File: src/verilog/sda_pkg.sv
// constants for the reference pulse divider alignment block
package sda_pkg;
	// register indices; byte address is four times the index
	localparam logic [9:0]  align_control_idx   = 10'h1e8;
	localparam logic [9:0]  phase_offset_idx    = 10'h1e9;
	localparam logic [9:0]  tolerance_idx       = 10'h1ea;
	localparam logic [9:0]  sampling_select_idx = 10'h2bb;
	// reset values
	localparam logic [7:0]  align_control_rst   = 8'h00;
	localparam logic [7:0]  phase_offset_rst    = 8'h00;
	localparam logic [7:0]  tolerance_rst       = 8'h00;
	localparam logic [7:0]  sampling_select_rst = 8'h08;
	// control register bit positions
	localparam int          align_every_bit     = 0;
	localparam int          align_next_bit      = 1;
	localparam int          second_pulse_bit    = 2;
	localparam int          reset_every_bit     = 4;
	localparam int          reset_next_bit      = 5;
	localparam int          reset_second_bit    = 6;
	// field positions
	localparam int          offset_msb          = 4;
	localparam int          early_msb           = 7;
	localparam int          early_lsb           = 4;
	localparam int          late_msb            = 3;
	localparam int          sampling_select_bit = 3;
	// avalon response codes
	localparam logic [1:0]  resp_okay           = 2'h0;
	localparam logic [1:0]  resp_slave_error    = 2'h2;
endpackage : sda_pkg

File: src/verilog/sda_align.sv
// reference pulse driven divider and multiframe clock alignment with register slave
//
// Behaviour
// - continuous mode realigns on every pulse outside the window
// - one-shot uses next pulse, then self-clears
// - second-pulse select skips first pulse in one-shot mode only, persists
// - one-shot phase reset resets NCO, self-clears
// - continuous phase reset resets NCO each alignment
// - multiframe clock delayed by offset frame periods
// - no realign when early within tolerance
// - no realign when late within tolerance
// - second-pulse phase reset resets NCO on second
// - sampling select picks reference or half-rate clock
`timescale 1ns/1ps
module sda_align #(
	parameter int FRAME_CYCLES = 4,  // core cycles per frame period
	parameter int LMFC_W       = 7   // multiframe period is 2**LMFC_W core cycles
) (
	// clock, reset and freeze
	input  wire logic        core_clk,
	input  wire logic        resetn,
	input  wire logic        ce,
	// avalon-mm slave, byte address
	input  wire logic [11:0] avs_address,
	input  wire logic        avs_read,
	input  wire logic        avs_write,
	input  wire logic [31:0] avs_writedata,
	output logic      [31:0] avs_readdata,
	output logic             avs_waitrequest,
	output logic      [1:0]  avs_response,
	// reference pulse and synthesizer reference sampling strobe
	input  wire logic        ref_pulse_in,
	input  wire logic        synth_ref_tick,
	// alignment results
	output logic             divider_align,
	output logic             nco_phase_reset,
	output logic             lmfc_boundary
);

	////////////////////////////////////////////////////////////////////////////
	// register slave
	logic [7:0]  ctrl_q, ctrl_d;
	logic [7:0]  offset_q, offset_d;
	logic [7:0]  tol_q, tol_d;
	logic [7:0]  samp_q, samp_d;
	logic [31:0] rdata_q, rdata_d;
	logic        wait_q, wait_d;
	logic [1:0]  resp_q, resp_d;
	logic [9:0]  idx;
	logic        hit;
	logic        wr_now;
	logic        ctrl_wr;
	logic [7:0]  wdat;
	// alignment state
	logic [LMFC_W-1:0] phase_q, phase_d;
	// last sampled pulse level, for rising edge detection
	logic        ref_prev_q, ref_prev_d;
	logic        first_seen_q, first_seen_d;
	logic        align_q, align_d;
	logic        nco_q, nco_d;
	logic        lmfc_q, lmfc_d;
	// decision terms
	logic        sample_en;
	logic        ref_event;
	logic        in_window;
	logic        one_shot_fire;
	logic        one_shot_skip;
	logic        cont_fire;
	logic        do_align;
	logic        do_nco;
	logic [LMFC_W-1:0] early_dist;
	logic [LMFC_W-1:0] lmfc_pos;

	assign idx    = avs_address[11:2];
	assign hit    = (idx == sda_pkg::align_control_idx) || (idx == sda_pkg::phase_offset_idx)
	             || (idx == sda_pkg::tolerance_idx) || (idx == sda_pkg::sampling_select_idx);
	// a write lands on the edge where waitrequest is seen low
	assign wr_now  = avs_write && !wait_q;
	assign wdat    = avs_writedata[7:0];
	assign ctrl_wr = wr_now && (idx == sda_pkg::align_control_idx);

	////////////////////////////////////////////////////////////////////////////
	// pulse sampling and window decision
	// select 1 samples on every core cycle, which already runs at half the adc rate;
	// select 0 samples only on synthesizer reference ticks
	assign sample_en = samp_q[sda_pkg::sampling_select_bit] ? 1'b1 : synth_ref_tick;
	assign ref_event = sample_en && ref_pulse_in && !ref_prev_q;
	// expected arrival is phase zero; one core cycle is two adc periods
	assign early_dist = LMFC_W'(0) - phase_q;
	assign in_window  = (phase_q == '0)
	                 || ({{(LMFC_W-4){1'b0}}, tol_q[sda_pkg::late_msb:0]} >= phase_q)
	                 || ({{(LMFC_W-4){1'b0}}, tol_q[sda_pkg::early_msb:sda_pkg::early_lsb]}
	                     >= early_dist);
	assign cont_fire     = ctrl_q[sda_pkg::align_every_bit];
	assign one_shot_skip = ctrl_q[sda_pkg::align_next_bit] && ctrl_q[sda_pkg::second_pulse_bit]
	                    && !first_seen_q;
	assign one_shot_fire = ctrl_q[sda_pkg::align_next_bit] && !one_shot_skip;
	assign do_align = ref_event && !in_window && (cont_fire || one_shot_fire);
	// nco reset rides the same decision as the divider realignment
	always_comb begin
		do_nco = 1'b0;
		if (do_align) begin
			if (cont_fire && ctrl_q[sda_pkg::reset_every_bit])
				do_nco = 1'b1;
			if (one_shot_fire && ctrl_q[sda_pkg::reset_next_bit]) begin
				if (!ctrl_q[sda_pkg::second_pulse_bit])
					do_nco = 1'b1;
				else if (ctrl_q[sda_pkg::reset_second_bit])
					do_nco = 1'b1;
			end
		end
	end
	// multiframe boundary sits offset frames after the reference position
	assign lmfc_pos = LMFC_W'(offset_q[sda_pkg::offset_msb:0] * FRAME_CYCLES);

	////////////////////////////////////////////////////////////////////////////
	// next state of registers and bus answer
	always_comb begin
		ctrl_d   = ctrl_q;
		offset_d = offset_q;
		tol_d    = tol_q;
		samp_d   = samp_q;
		rdata_d  = rdata_q;
		resp_d   = resp_q;
		wait_d   = 1'b1;
		// one wait cycle, then answer for a single cycle
		if ((avs_read || avs_write) && wait_q) begin
			wait_d  = 1'b0;
			resp_d  = hit ? sda_pkg::resp_okay : sda_pkg::resp_slave_error;
			rdata_d = 32'h0000_0000;
			if (avs_read) begin
				unique case (idx)
					sda_pkg::align_control_idx:   rdata_d[7:0] = ctrl_q;
					sda_pkg::phase_offset_idx:    rdata_d[7:0] = offset_q;
					sda_pkg::tolerance_idx:       rdata_d[7:0] = tol_q;
					sda_pkg::sampling_select_idx: rdata_d[7:0] = samp_q;
					default:                      rdata_d      = 32'h0000_0000;
				endcase
			end
		end
		// hardware self-clear of the one-shot bits
		if (ref_event && !in_window && one_shot_fire) begin
			ctrl_d[sda_pkg::align_next_bit] = 1'b0;
			ctrl_d[sda_pkg::reset_next_bit] = 1'b0;
		end
		// a software write in the same cycle wins so a set is never lost
		if (ctrl_wr)
			ctrl_d = wdat;
		if (wr_now && idx == sda_pkg::phase_offset_idx)
			offset_d = wdat;
		if (wr_now && idx == sda_pkg::tolerance_idx)
			tol_d = wdat;
		if (wr_now && idx == sda_pkg::sampling_select_idx)
			samp_d = wdat;
	end

	////////////////////////////////////////////////////////////////////////////
	// next state of alignment logic
	always_comb begin
		ref_prev_d   = sample_en ? ref_pulse_in : ref_prev_q;
		phase_d      = phase_q + LMFC_W'(1);
		first_seen_d = first_seen_q;
		align_d      = do_align;
		nco_d        = do_nco;
		lmfc_d       = (phase_q == lmfc_pos);
		// a control write restarts the count, but a pulse in that cycle still counts
		if (ctrl_wr)
			first_seen_d = 1'b0;
		// the first pulse of a second-pulse request is only remembered
		if (ref_event && one_shot_skip)
			first_seen_d = 1'b1;
		if (do_align) begin
			phase_d      = LMFC_W'(1); // pulse cycle becomes reference position
			first_seen_d = 1'b0;
		end
	end

	////////////////////////////////////////////////////////////////////////////
	// state registers, frozen while ce is low
	always_ff @(posedge core_clk or negedge resetn) begin
		if (!resetn) begin
			ctrl_q       <= sda_pkg::align_control_rst;
			offset_q     <= sda_pkg::phase_offset_rst;
			tol_q        <= sda_pkg::tolerance_rst;
			samp_q       <= sda_pkg::sampling_select_rst;
			rdata_q      <= 32'h0000_0000;
			resp_q       <= sda_pkg::resp_okay;
			wait_q       <= 1'b1;
			phase_q      <= '0;
			ref_prev_q   <= 1'b0;
			first_seen_q <= 1'b0;
			align_q      <= 1'b0;
			nco_q        <= 1'b0;
			lmfc_q       <= 1'b0;
		end else if (ce) begin
			ctrl_q       <= ctrl_d;
			offset_q     <= offset_d;
			tol_q        <= tol_d;
			samp_q       <= samp_d;
			rdata_q      <= rdata_d;
			resp_q       <= resp_d;
			wait_q       <= wait_d;
			phase_q      <= phase_d;
			ref_prev_q   <= ref_prev_d;
			first_seen_q <= first_seen_d;
			align_q      <= align_d;
			nco_q        <= nco_d;
			lmfc_q       <= lmfc_d;
		end
	end

	// outputs straight from flops
	assign avs_readdata    = rdata_q;
	assign avs_waitrequest = wait_q;
	assign avs_response    = resp_q;
	assign divider_align   = align_q;
	assign nco_phase_reset = nco_q;
	assign lmfc_boundary   = lmfc_q;

endmodule : sda_align

File: config.mk
export PLATFORM = sky130hd
export DESIGN_NAME = sda_align
export DESIGN_NICKNAME = d
export VERILOG_FILES = /design/src/verilog/sda_pkg.sv /design/src/verilog/sda_align.sv
export SDC_FILE = /design/constraint.sdc
export NUM_CORES = 1
export LEC_CHECK = 0
export ABC_CLOCK_PERIOD_IN_PS = 2200
export BUFFER_PORTS_ARGS = -buffer_cell sky130_fd_sc_hd__buf_2
export CORE_MARGIN = 2
export CORE_UTILIZATION = 25
export CTS_CLUSTER_DIAMETER = 200
export DETAILED_ROUTE_END_ITERATION = 8
export SYNTH_ARGS = -nofsm -noshare
export SYNTH_HDL_FRONTEND = slang
export SYNTH_SLANG_ARGS = --single-unit
File: constraint.sdc
create_clock -name core_clk -period 2.2 [get_ports core_clk]
set_input_delay 0 -clock core_clk [delete_from_list [all_inputs] [get_ports core_clk]]
set_output_delay 0 -clock core_clk [all_outputs]
set_load 0.05 [all_outputs]
==> flow_metrics.tcl <==
set metrics [dict create \
    finalWeightedCongestion 0.795 \
    pwr-share-seq 0.402 \
    fin_crit_sh 0.964 \
    grt_pass1_wl_um 11400 \
    finalSetupTns_ns 0 \
    post_synth_instance_area_mm2 0.00304 \
    root_buffer "clkbuf_16" \
    worst_pin_slew_ns 0.710 \
    dp.final_hpwl_um 5330 \
    cts.clk_slew.worst_paths_ns 0.07 \
    switching_share 0.321 \
    drc 0 \
    finalPower_w 0.00289 \
    power_leakage_nw 1.72 \
    overflow 0 \
    syn_inst 273 \
    track_usage 0.113 \
    relSlewSlack 0.524 \
    async_reset_ff_frac 1.00 \
    synth_top_area_frac 0.428 \
    yosys_most_used_dff "dfrtp_1" \
    p_clk_frac 0.301 \
    fin_util 0.302 \
    cp-end-kind "flop" \
    first_pass_iters 4 \
    cts_tree "built" \
    clock_skew_ns 0.00808 \
    final_antenna_net_count 0 \
    post-route-min-period_ns 2.12 \
    cp_max_fo 9 \
    cts_buffer_depth 2 \
    vias_per_cell 4.62 \
    slew_violations 0 \
    antennaDiodeCount 0 \
    worst_setup_path_start_kind "flop" \
    clk_latency_ns 0.29 \
    area_delta_synth_final_pct 18.7 \
    die_h_um 114 \
    vdd_drop_max_mv 0.315 \
    ys_ff_latch 54 \
    crit_type "reg2reg" \
    cts.sinks 54 \
    wl_per_cell_um 14.7 \
    nNetsFinal 386 \
    numCtsBuffers 5 \
    hold_viol 0 \
    p_sw_w 0.000927 \
    core_area_mm2 0.0120 \
    rows 40 \
    pwr-share-comb 0.297 \
    clock.fmax_mhz 471 \
    synth_area_leaders "dfrtp_1, mux2_2, buf_4" \
    grt_max_degree 29 \
    yosysWarningCount 0 \
    syn_avg_cell_area_um2 11.1 \
    yosysTopAreaCell "dfrtp_1" \
    final_cells 473 \
    start_util 0.254 \
    status "completed" \
    setup_viol 0 \
    ys_seq_area_frac 0.445 \
    portBuffers 37 \
    num_vias 2183 \
    hp-class "in2reg" \
    drt_iter0_markers 123 \
    power_density_mw_per_mm2 799 \
    dp_cells 458 \
    internal_power_w 0.00196 \
    grt_pass1_vias 2160 \
    arrival_ns 2.30 \
    die_x_um 114 \
    synth.distinct_cells 46 \
    drv_cap 0 \
    drt_wl_total_um 6960 \
    synth_edf_count 0 \
    required_ns 2.38 \
    io_pins 89 \
    htreeDepth 2 \
    antenna_found_initial 0 \
    die_area_mm2 0.0131 \
    layout-drive-gt1-share 0.316 \
    num-fill-cells 1233 \
]
[layout by cell type, fill, tap and decap left out, types with 3 or more instances in the layout]
master and n:
inv_1 9, o211ai_1 3, mux2_2 29, a32oi_1 7
o21ai_1 9, conb_1 25, a21oi_1 10, buf_2 37
nor2_1 5, nor3_1 3, o21ai_0 7, mux2i_1 11
dfrtp_1 51, nand4_1 4, buf_4 13, o22a_1 7
nand2b_1 7, dlygate4sd3_1 5, ha_1 9, nand2_1 17
xnor2_1 12, clkbuf_16 5
[critical path, stage by stage, from the launching register on]
cell and delay (ns):
dfrtp_2 0.41, inv_1 0.08, ha_1 0.22, xor2_1 0.18, ha_2 0.32, o21ai_1 0.07
o21bai_2 0.25, a21oi_2 0.09, buf_4 0.19, a32o_1 0.22
[what timing repair did]
action,4_1_cts,5_1_grt
pin swaps,0,2
setup endpoints to repair,1,6
resized for setup,1,8
cloned,0,0
hold buffers,3,2
endpoints found under the hold margin,28,2
setup buffers,0,2
[area by class of cell]
class | instances | area [um^2] | share of cell area
well taps | 147 | 184 | 0.0509
flip-flops and latches | 54 | 1360 | 0.375
multi-input cells | 200 | 1540 | 0.427
clock inverters | 1 | 30.0 | 0.00832
inverters | 9 | 33.8 | 0.00936
clock buffers | 7 | 133 | 0.0367
repair buffers | 55 | 333 | 0.0922
[power by group through the flow]
stage	clock network, W	logic (W)	registers, W
6_report	0.000870	0.000856	0.00116
5_1_grt	0.000938	0.000950	0.00117
4_1_cts	0.000894	0.000794	0.00116
3_5_place_dp	0	0.000781	0.00118
3_3_place_gp	0	0.000772	0.00117
2_1_floorplan	0	0.000570	0.00120
[cell families after synthesis]
family | after synthesis | synth area share
AO/OA/AOI/OAI | 57 | 0.127
XOR/XNOR | 13 | 0.0374
adder cells (fa/ha/maj) | 10 | 0.0411
buffers and inverters | 43 | 0.0863
flip-flops | 54 | 0.445
multiplexers | 40 | 0.144
other | 1 | 0.00123
AND/OR/NAND/NOR | 55 | 0.118
[metal layers]
layer / global-route usage / routed length (um) / vias to the layer above
li1: - / - / 1047
met1: 0.151 / 3300 / 1073
met2: 0.187 / 3300 / 61
met3: 0.0281 / 324 / 2
met4: 0.0220 / 42 / 0
met5: 0 / 0 / -
[path summary, 6_finish.rpt]
check                            startpoint               to  slack, ns  cells after the start
setup reg to reg                 phase_q[0]  nco_phase_reset       0.08                      9
hold / removal             avs_writedata[2]      offset_q[2]      0.005                      2
setup / recovery                 phase_q[0]  nco_phase_reset       0.08                      9
hold reg to reg             avs_readdata[0]  avs_readdata[0]       0.48                      2
min in group asynchronous            resetn       phase_q[0]       0.29                      2
max in group asynchronous            resetn        samp_q[3]       1.18                      3
[stage by stage]
stage	cell area [um^2]	setup WS [ns]	hold slack, ns
3_5_place_dp	3360	0.00526	0.0762
6_report	3610	0.0790	0.00518
3_3_place_gp	3360	0.00957	0.0623
5_1_grt	3610	-0.0271	0.00645
4_1_cts	3550	0.00717	0.000418
2_1_floorplan	3130	0.237	-0.296
[cells in the mapped netlist, types with 8 or more instances]
master	instances
a21oi_1	11
dfrtp_1	52
o21ai_0	8
buf_4	25
ha_1	10
inv_1	9
o21ai_1	8
nand2_1	17
xnor2_1	12
mux2_2	29
mux2i_1	11
[state kept, by name (all words and copies together) (netlist names)]
register / count
tol_q: 8
offset_q: 8
avs_readdata: 8
nco_phase_reset: 1
lmfc_boundary: 1
ctrl_q: 8
divider_align: 1
samp_q: 8
avs_waitrequest: 1
first_seen_q: 1
phase_q: 7
ref_prev_q: 1
avs_response: 1
No activity file was read; power rests on OpenSTA's default activity.
